==> config.mk <==
export PLATFORM = sky130hd
export DESIGN_NAME = omc_top
export DESIGN_NICKNAME = d
export VERILOG_FILES = /design/src/rtl/omc_pkg.sv /design/src/rtl/omc_top.sv
export SDC_FILE = /design/constraint.sdc
export NUM_CORES = 1
export LEC_CHECK = 0
export BUFFER_PORTS_ARGS = -buffer_cell sky130_fd_sc_hd__buf_2
export CORE_ASPECT_RATIO = 0.8
export CORE_MARGIN = 2
export CORE_UTILIZATION = 47
export CTS_CLUSTER_SIZE = 30
export DETAILED_ROUTE_END_ITERATION = 12
export HOLD_SLACK_MARGIN = 0.06
export PLACE_DENSITY = 0.77
export SKIP_CTS_REPAIR_TIMING = 1
export SYNTH_ARGS = -nofsm -noshare
export SYNTH_HDL_FRONTEND = slang
export SYNTH_SLANG_ARGS = --single-unit
==> constraint.sdc <==
create_clock -name clk_i -period 2.01 [get_ports clk_i]
set_clock_uncertainty 0.2 [all_clocks]
set_input_delay 0.201 -clock clk_i [delete_from_list [all_inputs] [get_ports clk_i]]
set_output_delay 0.201 -clock clk_i [all_outputs]
set_load 0.1 [all_outputs]
==> src/rtl/omc_pkg.sv <==
// Package of constants and types for the operating mode control block.
`default_nettype none
package omc_pkg;
	// ==========================================================
	// Register offsets (byte addresses on the bus)
	// ==========================================================
	localparam logic [7:0] ADDR_MODE    = 8'h0B;
	localparam logic [7:0] ADDR_RAM_POS = 8'h10;
	localparam logic [7:0] ADDR_REG_POS = 8'h11;
	localparam logic [7:0] ADDR_EE_POS  = 8'h12;
	localparam logic [7:0] ADDR_STATUS  = 8'h20;
	localparam logic [7:0] ADDR_DEBUG   = 8'h24;
	localparam int         ADDR_W       = 8;

	// ==========================================================
	// Mode register field positions
	// ==========================================================
	localparam int BIT_SPECIAL_MODE_LOW_FLAG  = 7;
	localparam int BIT_MODE_SELECT_HIGH   = 6;
	localparam int BIT_MODE_SELECT_LOW   = 5;
	localparam int BIT_E_CLOCK_STRETCH_ENABLE   = 4;
	localparam int BIT_INTERNAL_VISIBILITY   = 3;
	localparam int BIT_BUS_STOP_IN_WAIT = 2;
	localparam int BIT_EMK    = 1;
	localparam int BIT_EME    = 0;

	// ==========================================================
	// Mapping register masks and reset values
	// ==========================================================
	localparam logic [7:0] RAM_POS_MASK  = 8'hE0;
	localparam logic [7:0] RAM_POS_RESET = 8'h20;
	localparam logic [7:0] REG_POS_MASK  = 8'hF9;
	localparam logic [7:0] REG_POS_RESET = 8'h00;
	localparam logic [7:0] EE_POS_MASK   = 8'hF1;
	localparam logic [7:0] EE_POS_RESET  = 8'h01;
	localparam logic [7:0] REG_WAI_BIT   = 8'h01;
	localparam logic [7:0] EE_ON_BIT     = 8'h01;

	// ==========================================================
	// Debug ROM and debug register windows
	// ==========================================================
	localparam logic [15:0] DBG_ROM_LO = 16'hFF20;
	localparam logic [15:0] DBG_REG_LO = 16'hFF00;
	localparam logic [15:0] DBG_REG_HI = 16'hFF06;

	// ==========================================================
	// Timing
	// ==========================================================
	localparam int CLK_HZ        = 25_000_000;
	localparam int STOP_DELAY_NS = 200;
	localparam int STOP_DELAY_CY = (STOP_DELAY_NS * (CLK_HZ / 1_000_000) + 999) / 1000;
	localparam int MAP_DELAY_CY  = 2;

	// ==========================================================
	// Modes {special_n, high, low}
	// ==========================================================
	typedef enum logic [2:0] {
		OMC_SPEC_SINGLE = 3'h0,
		OMC_SPEC_NARROW = 3'h1,
		OMC_SPEC_PERIPH = 3'h2,
		OMC_SPEC_WIDE   = 3'h3,
		OMC_NORM_SINGLE = 3'h4,
		OMC_NORM_NARROW = 3'h5,
		OMC_NORM_RSVD   = 3'h6,
		OMC_NORM_WIDE   = 3'h7
	} omc_mode_e;

	// Narrow-bus transfer states; IDLE 0, HIGH 1, LOW 3 (LOW back to IDLE changes two bits).
	typedef enum logic [1:0] {
		OMC_NB_IDLE = 2'h0,
		OMC_NB_HIGH = 2'h1,
		OMC_NB_LOW  = 2'h3
	} omc_nb_e;

	// Address-decode result of the internal map.
	typedef struct packed {
		logic dbg_rom;
		logic dbg_reg;
		logic reg_blk;
		logic ram;
		logic eeprom;
		logic port_e;
		logic port_k;
		logic external;
	} omc_hit_s;

	// Bus-configuration outputs.
	typedef struct packed {
		logic e_clock_stretch_enable;
		logic internal_visibility;
		logic bus_stop_in_wait;
		logic emulate_port_k;
		logic emulate_port_e;
		logic expanded;
		logic narrow;
		logic special;
	} omc_cfg_s;
endpackage
`default_nettype wire

==> src/rtl/omc_top.sv <==
// Operating mode control register bank with mapping, debug and bus control.
// How it works
// - Pins latched into mode bits at reset.
// - Special flag writable in special; first ignored.
// - Mode bits write rules; peripheral/reserved unselectable.
// - Stretch enable selects free or stretched E.
// - Stretch enable reads one in expanded modes.
// - Stretch enable write once normal, anytime special.
// - Visibility drives internal cycles outside; not single-chip.
// - Special narrow visible data shown wide.
// - Visibility and emulation bits: once/except first.
// - Bus stops in wait after drain delay.
// - Bus stop bit writable only normal modes.
// - Port K emulation unmaps port K registers outside single-chip.
// - Port E emulation unmaps port E registers in expanded modes.
// - Mode register absent in peripheral mode.
// - Peripheral mode: CPU idle, reset-only entry.
// - Debug active after reset in special single.
// - Debug activates by serial command or instruction.
// - Debug ROM and registers overlay top page.
// - Mapping writes take effect two cycles later.
// - Position registers write once in normal modes.
// - Register block beats RAM, EEPROM; ROM beats all.
// - Narrow mode splits words, high byte first.
// - Reserved reset mode forced to peripheral.
`default_nettype none
module omc_top #(
	parameter int STOP_CY = omc_pkg::STOP_DELAY_CY
) (
	// Clock and reset
	input  wire logic                     clk_i,
	input  wire logic                     rst_i,
	// Mode straps (pins)
	input  wire logic                     debug_serial_pin_i,
	input  wire logic                     mode_select_high_i,
	input  wire logic                     mode_select_low_i,
	// Wishbone slave
	input  wire logic                     cyc_i,
	input  wire logic                     stb_i,
	input  wire logic                     we_i,
	input  wire logic [omc_pkg::ADDR_W-1:0] adr_i,
	input  wire logic [3:0]               sel_i,
	input  wire logic [31:0]              dat_i,
	output logic [31:0]                   dat_o,
	output logic                          ack_o,
	// CPU-side events (same clock)
	input  wire logic                     wait_mode_i,
	input  wire logic                     ext_bus_busy_i,
	input  wire logic                     debug_cmd_i,
	input  wire logic                     debug_halt_instruction_i,
	input  wire logic                     debug_exit_i,
	input  wire logic                     int_access_i,
	input  wire logic                     word_access_i,
	input  wire logic                     bus_req_i,
	input  wire logic [15:0]              cpu_addr_i,
	// Outputs
	output omc_pkg::omc_cfg_s             cfg_o,
	output omc_pkg::omc_hit_s             hit_o,
	output logic                          background_debug_o,
	output logic                          cpu_halt_o,
	output logic                          bus_stopped_o,
	output logic                          e_stretch_o,
	output logic                          visible_o,
	output logic                          wide_visible_o,
	output logic [15:0]                   nb_addr_o,
	output logic                          nb_high_o,
	output logic                          nb_active_o
);
	// ==========================================================
	// Elaboration checks
	// ==========================================================
	if (STOP_CY < 1 || STOP_CY > 65535) begin : g_chk
		$error("STOP_CY must lie between 1 and 65535");
	end

	function automatic logic is_special(input logic [2:0] m);
		return ~m[2] | (m == omc_pkg::OMC_NORM_RSVD);
	endfunction
	function automatic logic is_expanded(input logic [2:0] m);
		return m[0];
	endfunction
	function automatic logic is_periph(input logic [2:0] m);
		return m[1] & ~m[0];
	endfunction
	function automatic logic in_range(input logic [15:0] a, input logic [15:0] lo, input logic [15:0] hi);
		return (a >= lo) && (a <= hi);
	endfunction

	// ==========================================================
	// Strap synchronisers and reset-release capture
	// ==========================================================
	logic [2:0] pin_s1, pin_s2;
	logic       rst_d;
	always_ff @(posedge clk_i) begin
		pin_s1 <= {debug_serial_pin_i, mode_select_high_i, mode_select_low_i};
		pin_s2 <= pin_s1;
		rst_d  <= rst_i;
	end

	// ==========================================================
	// Register state
	// ==========================================================
	logic [2:0] mode, next_mode;
	logic [4:0] cfg, next_cfg;            // e_clock_stretch_enable, internal_visibility, bus_stop_in_wait, emk, eme
	logic [4:0] once, next_once;          // write-once used: modes, e_clock_stretch_enable, internal_visibility/emk/eme, pos regs...
	logic       first_seen, next_first_seen;
	logic       first_seen_ee, next_first_seen_ee;
	logic [7:0] ram_pos, next_ram_pos, reg_pos, next_reg_pos, ee_pos, next_ee_pos;
	logic [7:0] ram_eff, next_ram_eff, reg_eff, next_reg_eff, ee_eff, next_ee_eff;
	logic       map_pend, next_map_pend;
	logic       dbg_en, next_dbg_en, dbg_act, next_dbg_act;
	logic       ack, next_ack;
	logic [31:0] rdat, next_rdat;
	logic       capture;
	logic       wr;
	logic [7:0] wb;
	logic       spec;

	assign capture = rst_d & ~rst_i;
	assign spec    = is_special(mode);
	assign wr      = cyc_i & stb_i & we_i & ~ack & sel_i[0];
	assign wb      = dat_i[7:0];

	always_comb begin
		logic [2:0] m;
		logic       mode_hit;
		m               = mode;
		next_mode       = mode;
		next_cfg        = cfg;
		next_once       = once;
		next_first_seen = first_seen;
		next_ram_pos    = ram_pos;
		next_reg_pos    = reg_pos;
		next_ee_pos     = ee_pos;
		next_ram_eff    = ram_eff;
		next_reg_eff    = reg_eff;
		next_ee_eff     = ee_eff;
		next_map_pend   = 1'b0;
		next_dbg_en     = dbg_en;
		next_dbg_act    = dbg_act;
		next_ack        = cyc_i & stb_i & ~ack;
		next_rdat       = 32'h0000_0000;
		mode_hit        = ~is_periph(mode);
		if (capture) begin
			m = pin_s2;
			if (m == omc_pkg::OMC_NORM_RSVD)
				m = omc_pkg::OMC_SPEC_PERIPH;
			next_mode       = m;
			next_cfg        = is_special(m) ? 5'h1B : 5'h10;
			next_once       = 5'h00;
			next_first_seen = 1'b0;
			next_dbg_en     = (m == omc_pkg::OMC_SPEC_SINGLE);
			next_dbg_act    = (m == omc_pkg::OMC_SPEC_SINGLE);
		end else if (wr && adr_i == omc_pkg::ADDR_MODE && mode_hit) begin
			next_first_seen = 1'b1;
			if (spec) begin
				if (first_seen) begin
					if (~wb[omc_pkg::BIT_SPECIAL_MODE_LOW_FLAG]) m[2] = 1'b0;
					else m[2] = 1'b1;
					m[1:0] = wb[omc_pkg::BIT_MODE_SELECT_HIGH:omc_pkg::BIT_MODE_SELECT_LOW];
					if (is_periph(m) || m == omc_pkg::OMC_NORM_RSVD) m = mode;
					next_mode   = m;
					next_cfg[3] = wb[omc_pkg::BIT_INTERNAL_VISIBILITY];
					next_cfg[1] = wb[omc_pkg::BIT_EMK];
					next_cfg[0] = wb[omc_pkg::BIT_EME];
				end
				next_cfg[4] = wb[omc_pkg::BIT_E_CLOCK_STRETCH_ENABLE];
			end else begin
				if (!once[0]) begin
					m[1:0] = wb[omc_pkg::BIT_MODE_SELECT_HIGH:omc_pkg::BIT_MODE_SELECT_LOW];
					if (!is_periph(m)) next_mode = m;
					next_once[0] = 1'b1;
				end
				if (!once[1]) begin
					next_cfg[4]  = wb[omc_pkg::BIT_E_CLOCK_STRETCH_ENABLE];
					next_once[1] = 1'b1;
				end
				if (!once[2]) begin
					next_cfg[3]  = wb[omc_pkg::BIT_INTERNAL_VISIBILITY];
					next_cfg[1]  = wb[omc_pkg::BIT_EMK];
					next_cfg[0]  = wb[omc_pkg::BIT_EME];
					next_once[2] = 1'b1;
				end
				next_cfg[2] = wb[omc_pkg::BIT_BUS_STOP_IN_WAIT];
			end
		end else if (wr && adr_i == omc_pkg::ADDR_RAM_POS && (spec || !once[3])) begin
			next_ram_pos  = wb & omc_pkg::RAM_POS_MASK;
			next_once[3]  = ~spec | once[3];
			next_map_pend = 1'b1;
		end else if (wr && adr_i == omc_pkg::ADDR_REG_POS) begin
			if (spec || !once[4]) begin
				next_reg_pos[7:3] = wb[7:3];
				next_once[4]      = ~spec | once[4];
			end
			if (!spec) next_reg_pos[0] = wb[0];
			next_map_pend = 1'b1;
		end else if (wr && adr_i == omc_pkg::ADDR_EE_POS) begin
			if (spec || !first_seen_ee) next_ee_pos[7:4] = wb[7:4];
			next_ee_pos[0] = wb[0];
			next_map_pend  = 1'b1;
		end else if (wr && adr_i == omc_pkg::ADDR_DEBUG) begin
			next_dbg_en = wb[0];
		end
		// A pending mapping write becomes effective the cycle after it lands.
		if (map_pend) begin
			next_ram_eff = ram_pos;
			next_reg_eff = reg_pos;
			next_ee_eff  = ee_pos;
		end
		if (dbg_en && !is_periph(mode) && (debug_cmd_i || debug_halt_instruction_i))
			next_dbg_act = 1'b1;
		else if (debug_exit_i && !capture)
			next_dbg_act = 1'b0;
		// Read mux.
		case (adr_i)
			omc_pkg::ADDR_MODE:    next_rdat[7:0] = mode_hit ?
				{mode, cfg[4] | is_expanded(mode), cfg[3:0]} : 8'h00;
			omc_pkg::ADDR_RAM_POS: next_rdat[7:0] = ram_pos;
			omc_pkg::ADDR_REG_POS: next_rdat[7:0] = reg_pos;
			omc_pkg::ADDR_EE_POS:  next_rdat[7:0] = ee_pos;
			omc_pkg::ADDR_STATUS:  next_rdat[7:0] = {4'h0, bus_stopped_o, dbg_act, dbg_en, map_pend};
			omc_pkg::ADDR_DEBUG:   next_rdat[7:0] = {7'h00, dbg_en};
			default:               next_rdat = 32'h0000_0000;
		endcase
	end

	// EEPROM position is write-once in normal modes; tracked separately.
	always_comb begin
		next_first_seen_ee = first_seen_ee;
		if (capture)
			next_first_seen_ee = 1'b0;
		else if (wr && adr_i == omc_pkg::ADDR_EE_POS && !spec)
			next_first_seen_ee = 1'b1;
	end

	always_ff @(posedge clk_i) begin
		if (rst_i) begin
			mode          <= omc_pkg::OMC_SPEC_SINGLE;
			cfg           <= 5'h1B;
			once          <= 5'h00;
			first_seen    <= 1'b0;
			first_seen_ee <= 1'b0;
			ram_pos       <= omc_pkg::RAM_POS_RESET;
			reg_pos       <= omc_pkg::REG_POS_RESET;
			ee_pos        <= omc_pkg::EE_POS_RESET;
			ram_eff       <= omc_pkg::RAM_POS_RESET;
			reg_eff       <= omc_pkg::REG_POS_RESET;
			ee_eff        <= omc_pkg::EE_POS_RESET;
			map_pend      <= 1'b0;
			dbg_en        <= 1'b0;
			dbg_act       <= 1'b0;
			ack           <= 1'b0;
			rdat          <= 32'h0000_0000;
		end else begin
			mode          <= next_mode;
			cfg           <= next_cfg;
			once          <= next_once;
			first_seen    <= next_first_seen;
			first_seen_ee <= next_first_seen_ee;
			ram_pos       <= next_ram_pos;
			reg_pos       <= next_reg_pos;
			ee_pos        <= next_ee_pos;
			ram_eff       <= next_ram_eff;
			reg_eff       <= next_reg_eff;
			ee_eff        <= next_ee_eff;
			map_pend      <= next_map_pend;
			dbg_en        <= next_dbg_en;
			dbg_act       <= next_dbg_act;
			ack           <= next_ack;
			rdat          <= next_rdat;
		end
	end
	assign ack_o = ack;
	assign dat_o = rdat;

	// ==========================================================
	// Bus stop in wait, with drain delay
	// ==========================================================
	logic [15:0] stop_cnt, next_stop_cnt;
	logic        stopped, next_stopped;
	always_comb begin
		next_stop_cnt = stop_cnt;
		next_stopped  = 1'b0;
		if (!(cfg[2] && wait_mode_i) || ext_bus_busy_i)
			next_stop_cnt = 16'h0000;
		else if (stop_cnt < 16'(STOP_CY))
			next_stop_cnt = stop_cnt + 16'h0001;
		if (cfg[2] && wait_mode_i && stop_cnt >= 16'(STOP_CY))
			next_stopped = 1'b1;
	end

	// ==========================================================
	// Address decode, visibility and narrow-bus splitting
	// ==========================================================
	omc_pkg::omc_hit_s next_hit;
	omc_pkg::omc_nb_e  nb, next_nb;
	logic [15:0]       nb_addr, next_nb_addr;
	logic              next_estretch, next_vis, next_wide;
	logic              single;
	assign single = ~is_expanded(mode) & ~is_periph(mode);
	always_comb begin
		next_hit          = '0;
		next_hit.dbg_rom  = dbg_act && cpu_addr_i >= omc_pkg::DBG_ROM_LO;
		next_hit.dbg_reg  = dbg_act && in_range(cpu_addr_i, omc_pkg::DBG_REG_LO, omc_pkg::DBG_REG_HI);
		if (!next_hit.dbg_rom && !next_hit.dbg_reg && !(dbg_act && cpu_addr_i >= omc_pkg::DBG_REG_LO)) begin
			next_hit.reg_blk = cpu_addr_i[15:11] == reg_eff[7:3] && !cpu_addr_i[10];
			next_hit.ram     = !next_hit.reg_blk && cpu_addr_i[15:13] == ram_eff[7:5];
			next_hit.eeprom  = !next_hit.reg_blk && !next_hit.ram && ee_eff[0] &&
				cpu_addr_i[15:12] == ee_eff[7:4] && cpu_addr_i[11];
			// Port registers drop out when emulated externally.
			next_hit.port_e  = next_hit.reg_blk && !(cfg[0] && is_expanded(mode));
			next_hit.port_k  = next_hit.reg_blk && !(cfg[1] && !single);
			next_hit.external = !single && !next_hit.reg_blk && !next_hit.ram && !next_hit.eeprom;
		end
		next_vis      = cfg[3] && !single && int_access_i && bus_req_i;
		next_wide     = next_vis && mode == omc_pkg::OMC_SPEC_NARROW;
		next_estretch = (cfg[4] | is_expanded(mode)) &&
			(next_hit.external ? 1'b1 : (int_access_i && !cfg[3]));
		next_nb      = nb;
		next_nb_addr = nb_addr;
		case (nb)
			omc_pkg::OMC_NB_IDLE: begin
				if (bus_req_i && word_access_i && next_hit.external && mode[1:0] == 2'h1) begin
					next_nb      = omc_pkg::OMC_NB_HIGH;
					next_nb_addr = cpu_addr_i;
				end
			end
			omc_pkg::OMC_NB_HIGH: begin
				next_nb      = omc_pkg::OMC_NB_LOW;
				next_nb_addr = nb_addr + 16'h0001;
			end
			omc_pkg::OMC_NB_LOW: next_nb = omc_pkg::OMC_NB_IDLE;
			default:             next_nb = omc_pkg::OMC_NB_IDLE;
		endcase
	end
	always_ff @(posedge clk_i) begin
		if (rst_i) begin
			stop_cnt <= 16'h0000;
			stopped  <= 1'b0;
			hit_o    <= '0;
			nb       <= omc_pkg::OMC_NB_IDLE;
			nb_addr  <= 16'h0000;
			nb_high_o   <= 1'b0;
			nb_active_o <= 1'b0;
			e_stretch_o    <= 1'b0;
			visible_o      <= 1'b0;
			wide_visible_o <= 1'b0;
		end else begin
			stop_cnt <= next_stop_cnt;
			stopped  <= next_stopped;
			hit_o    <= next_hit;
			nb       <= next_nb;
			nb_addr  <= next_nb_addr;
			nb_high_o   <= next_nb == omc_pkg::OMC_NB_HIGH;
			nb_active_o <= next_nb != omc_pkg::OMC_NB_IDLE;
			e_stretch_o    <= next_estretch;
			visible_o      <= next_vis;
			wide_visible_o <= next_wide;
		end
	end
	always_ff @(posedge clk_i) begin
		if (rst_i) begin
			cfg_o              <= '0;
			background_debug_o <= 1'b0;
			cpu_halt_o         <= 1'b0;
		end else begin
			cfg_o              <= '{e_clock_stretch_enable: cfg[4] | is_expanded(mode), internal_visibility: cfg[3], bus_stop_in_wait: cfg[2],
				emulate_port_k: cfg[1], emulate_port_e: cfg[0], expanded: is_expanded(mode) | is_periph(mode),
				narrow: mode[1:0] == 2'h1, special: spec};
			background_debug_o <= next_dbg_act;
			cpu_halt_o         <= is_periph(next_mode);
		end
	end
	assign bus_stopped_o = stopped;
	assign nb_addr_o     = nb_addr;
endmodule
`default_nettype wire

======== After elaboration in Yosys (flattened, before gate mapping) ========
Index checks and enable logic that the tools add are counted.
cells by class
  mux-type cells .......................... 46
  reduce and logical (&&, ||, !) cells .... 92
  equality and inequality tests ........... 27
  magnitude comparators ................... 5
  $add $sub $neg .......................... 2
  bitwise operators ....................... 30
operators by type and width
  cell                                                          count
  case mux 8 bit (6 select lines)                               1
  logical AND 1 bit                                             41
  adder 16 x 1 -> 16 bit (second input constant)                2
  >= comparator 16 bit (second input constant)                  2
  case mux 16 bit (2 select lines)                              1
  equality test 8 x 5 -> 1 bit (second input constant)          3
  2-to-1 mux 1 bit                                              24
  2-to-1 mux 3 bit                                              7
  AND reduction 5 bit                                           4
  zero test 1 bit                                               18
  equality test 8 x 6 -> 1 bit (second input constant)          2
  >= comparator 16 x 3 -> 1 bit (second input constant)         1
  less-or-equal comparator 16 bit (second input constant)       1
  less-than comparator 16 x 3 -> 1 bit (second input constant)  1
  2-to-1 mux 16 bit                                             1
  2-to-1 mux 2 bit                                              7
  inequality test 2 bit (second input constant)                 7
  NOT 1 bit                                                     14
  equality test 3 bit (second input constant)                   4
  nonzero test 2 bit                                            6
  bitwise AND 1 bit                                             10
  2-to-1 mux 5 bit                                              2
  AND reduction 2 bit                                           5
  equality test 8 x 4 -> 1 bit (second input constant)          1
  other kinds (20)                                              37
word-level totals
  register bits after elaboration ......... 141
  input port bits ......................... 76
  word-level logic and storage cells ...... 255
  output and inout bits ................... 73

======== Depth between registers and ports, before layout ========
  word-level depth ........................ 17
  gate-level depth with buffers ........... 9
  mapped depth without buffers ............ 7

======== Least setup slack after synthesis ========
No wires, ideal clock.
  path type ............................... register -> register
  start point ............................. reg nb_addr[2] (netlist: nb_addr_o[2])
  end point ............................... reg nb_addr[15] (netlist: nb_addr_o[15])
  data arrival time ....................... 2.240 ns
  cell stages (with the launch flop) ...... 6
  path buffers ............................ 0
  library setup time ...................... 0.138 ns
  clock period less this slack ............ 2.578 ns
  path slack .............................. -0.568 ns
  required time ........................... 1.672 ns
  cells stage by stage .................... dfxtp_1 > nand4_1 > nor3_1 > nand4_1 > mux2i_1 > o221ai_1
on the way
  cells in the longest elaborated chain, start to end .. 2
ends and longest elaborated chain
  element                           line            RTL
  from (decl)                       omc_top.sv:297  logic [15:0] nb_addr, next_nb_addr;
  from (signal assigned)            omc_top.sv:353  nb_addr <= next_nb_addr;
  adder 16 x 1 -> 16 bit            omc_top.sv:330  next_nb_addr = nb_addr + 16'h0001;
  case mux 16 bit (2 select lines)  omc_top.sv:321  case (nb)
No other way between the ends.
A chain may end at the register's enable or synchronous reset.

======== Final worst setup path ========
  start point ............................. reg mode[1]
  end point ............................... reg nb_addr[10] (netlist: nb_addr_o[10])
on the way
  cells in the longest elaborated chain, start to end .. 12
  elaborated cells on any way between the ends .. 13
  those cells by class .................... 2 x eq/ne; 1 x mux; 3 x bitwise; 7 x reduce/logical
ends and longest elaborated chain
  element                            line            RTL
  from (decl)                        omc_top.sv:103  logic [2:0] mode, next_mode;
  from (signal assigned)             omc_top.sv:238  mode <= omc_pkg::OMC_SPEC_SINGLE;
  from (signal assigned)             omc_top.sv:255  mode <= next_mode;
  bitwise AND 1 bit                  omc_top.sv:83   return m[1] & ~m[0];
  NOT 1 bit                          omc_top.sv:300  assign single = ~is_expanded(mode) & ~is_periph(mode);
  bitwise AND 1 bit                  omc_top.sv:300
  zero test 1 bit                    omc_top.sv:313  next_hit.external = !single && !next_hit.reg_blk && !next_hit.ram && !next_hit.eeprom;
  logical AND 1 bit (3 in a row)     omc_top.sv:313
  2-to-1 mux 1 bit                   omc_top.sv:305  if (!next_hit.dbg_rom && !next_hit.dbg_reg && !(dbg_act && cpu_addr_i >= omc_pkg::DBG_REG_LO)) begin
  logical AND 1 bit                  omc_top.sv:323  if (bus_req_i && word_access_i && next_hit.external && mode[1:0] == 2'h1) begin
  logical AND 1 bit *                omc_top.sv:323
  inequality test 2 bit (no line) *  -
  AND reduction 2 bit (no line) *    -
Every way passes the cells marked *; elsewhere a longest branch is shown, timed or not.

==> impl_metrics.toml <==
[run_status]
status = "finished, final reports clean"

[finish]
layout-drive-gt1-share_pct = 27.78
stdcell_area_um2 = 6984
final_common_cell = "dfxtp_1"
mostFrequentLayoutCells = "101 x dfxtp_1, 97 x buf_2, 68 x nor2_1"
diodes = 0
fin_util_pct = 64.64
regArea_um2 = 2361
fill_cells = 866
multiInputGateArea_um2 = 2596
nets = 805
area_growth_pct = 34.44

[synth]
seq_area_frac_synth_pct = 44.70
synth_edf_count = 0
synth_top_area_cell = "dfxtp_1"
synth_cell_types = 63
ys.flop_type = "dfxtp_1"
mappedNetlistArea_um2 = 5195
synth-seq-cells = 116
synthTopCellsByArea = "dfxtp_1 45%, mux2i_1 6.4%, nor2_1 4.9%"
ys.warnings.count = 0
async_flop_share_pct = 0
synth_top_area_share_pct = 44.70
syn_area_per_cell_um2 = 9.098
synthCells = 571

[worst_setup_path]
r2r_slack_ns = 0.04
startpoint = "mode[1]"
crit_fanout = 8
cp-end-kind = "register"
reg2reg_depth = 5
crit_type = "reg -> reg"
critPathRequiredTime_ns = 2.14
crit_path_max_incr_delay_ns = 0.55
reg2reg_to = "nb_addr_o[10]"
arrival_ns = 2.10
path_cells = "nand2b_4 -> or4_4 -> buf_12 -> o32a_1 -> a21oi_1"
rr_startpoint = "mode[1]"
slowest_stage = "or4_4"
cp-start-kind = "register"

[routing]
first_iter_violations = 584
detail_route.wl_per_cell_um = 16.77
postRouteAntennaNets = 0
dr.pass1.iters = 5
vias = 4969
drt-total-wl_mm = 14.79
vias_per_cell = 5.634
route.detailed.drc = 0

[place]
port_buffers = 97
gp_congestion = 0.9298
dp_hpwl_mm = 9.964
place_area_um2 = 5934

[pwr]
powerDensity_nw_per_um2 = 888.6
vdd_drop_max_mv = 0.6541
p_leak_nw = 3.017

[global_routing]
grt_pass1_wl_mm = 22.10
grtUsageTotal_pct = 23.84
grt_antenna_before_repair = 0
grt_max_degree = 84
grt_pass1_vias = 4458
overflow = 0

[flow_run]
drv_cap = 0

[floorplanning]
dieHeight_um = 98.04
core_area_um2 = 10810
fp.dieArea_um2 = 11920
pin_count = 149
start_util_pct = 48.08
num_rows = 34
die_w_um = 121.5

[timing]
timing.fmax_ghz = 0.5075
finalCriticalPeriod_ns = 1.970
hold_viol = 0
setup_viol = 0
finalMaxSlewViolations = 0
fin_setup_tns_ns = 0
period_share_pct = 98.02

[clock_tree]
clock-root-buffer = "clkbuf_16"
cts_tree = "built"
clk_pin_slew_worst_paths_ns = 0.05
cts_htree_levels = 4
clockBufferDepth = 2
worstSkewPairLatency_ns = 0.41
clock-sinks = 116
numCtsBuffers = 17

[min_path]
min_to = "hit_o[4]"
worstHoldPathCells = 4
hold_path_class = "in -> reg"
hp-start = "cpu_addr_i[14]"
-- worst max-delay path by stage --
stage / endpoint / slack, ns / depth (start not counted)
floorplan: nb_addr_o[15] / -0.03 / 5
global placement: stop_cnt[1] / -0.08 / 5
detailed placement: stop_cnt[1] / -0.12 / 5
CTS: stop_cnt[1] / -0.15 / 5
global route: ee_pos[5] / -0.001 / 8
finish: nb_addr_o[10] / 0.04 / 5
-- power by group --
group	total [W]	switching (W)	internal, W
Clock	0.00309	0.00112	0.00197
Combinational	0.000754	0.000562	0.000192
Sequential	0.00236	0.0000307	0.00233
Total	0.00621	0.00172	0.00449
-- cells by family after synthesis --
kind of cell             Yosys count  synth area share (%)
flip-flops                       116                 44.70
AO/OA/AOI/OAI                    100                 14.14
XOR/XNOR                          17                 3.155
other                              1               0.07219
AND/OR/NAND/NOR                  222                 22.23
multiplexers                      33                 6.358
buffers and inverters             78                 8.381
adder cells (fa/ha/maj)            4                0.9634
-- state kept, by name, indices dropped and copies added (netlist names), 5 cells and up --
name	flops
nb_addr_o	16
stop_cnt	16
cfg_o	8
dat_o	8
hit_o	8
reg_pos	6
cfg	5
ee_eff	5
ee_pos	5
reg_eff	5
-- worst max-delay path, delay by kind of cell, from the launching register on --
| family | cells | cell delay [ns] |
|---|---|---|
| flip-flops | 1 | 0.34 |
| buffers and inverters | 1 | 0.17 |
| AND/OR/NAND/NOR | 2 | 0.70 |
| AO/OA/AOI/OAI | 2 | 0.47 |
-- synthesized netlist by cell type (5+ instances only) --
cell	number
buf_4	29
and4_1	7
nand2_1	29
nand3_1	14
nor3_1	18
dfxtp_1	116
xnor2_1	11
inv_1	18
nor3b_1	7
buf_1	6
o311ai_1	11
mux2i_1	33
nor4_1	8
nand2b_1	5
or2_2	5
a22oi_1	5
o31ai_1	5
nor2b_1	8
and2_1	18
a21oi_1	23
nand4_1	19
clkbuf_1	18
a31oi_1	14
nor2_1	68
o21ai_0	7
-- per-stage QoR --
step           hold slack [ns]  std cells  worst slack, ns  power, W
6_report               0.06371        882          0.03972  0.006206
5_1_grt                0.07989        882        -0.001108  0.006387
4_1_cts                -0.3244        846          -0.1514  0.006165
3_5_place_dp            0.1046        814          -0.1196  0.003093
3_3_place_gp            0.1042        814         -0.08044  0.003084
2_1_floorplan          0.02872        594         -0.03033  0.002962
-- layout make-up --
class	instances	area share, %
sequential	116	33.81
multi-input combinational	400	37.17
timing repair buffer	172	16.77
tap	144	2.580
clock buffer	18	6.145
clock inverter	14	2.562
inverter	18	0.9674
-- routing by layer --
metal	GRT usage (%)	vias to the layer above	wire, um
met5	0	-	0
met2	37.17	273	7067
li1	-	2332	-
met3	6.425	42	1126
met4	8.488	0	302
met1	31.88	2322	6293
(Power assumes the default switching activity.)
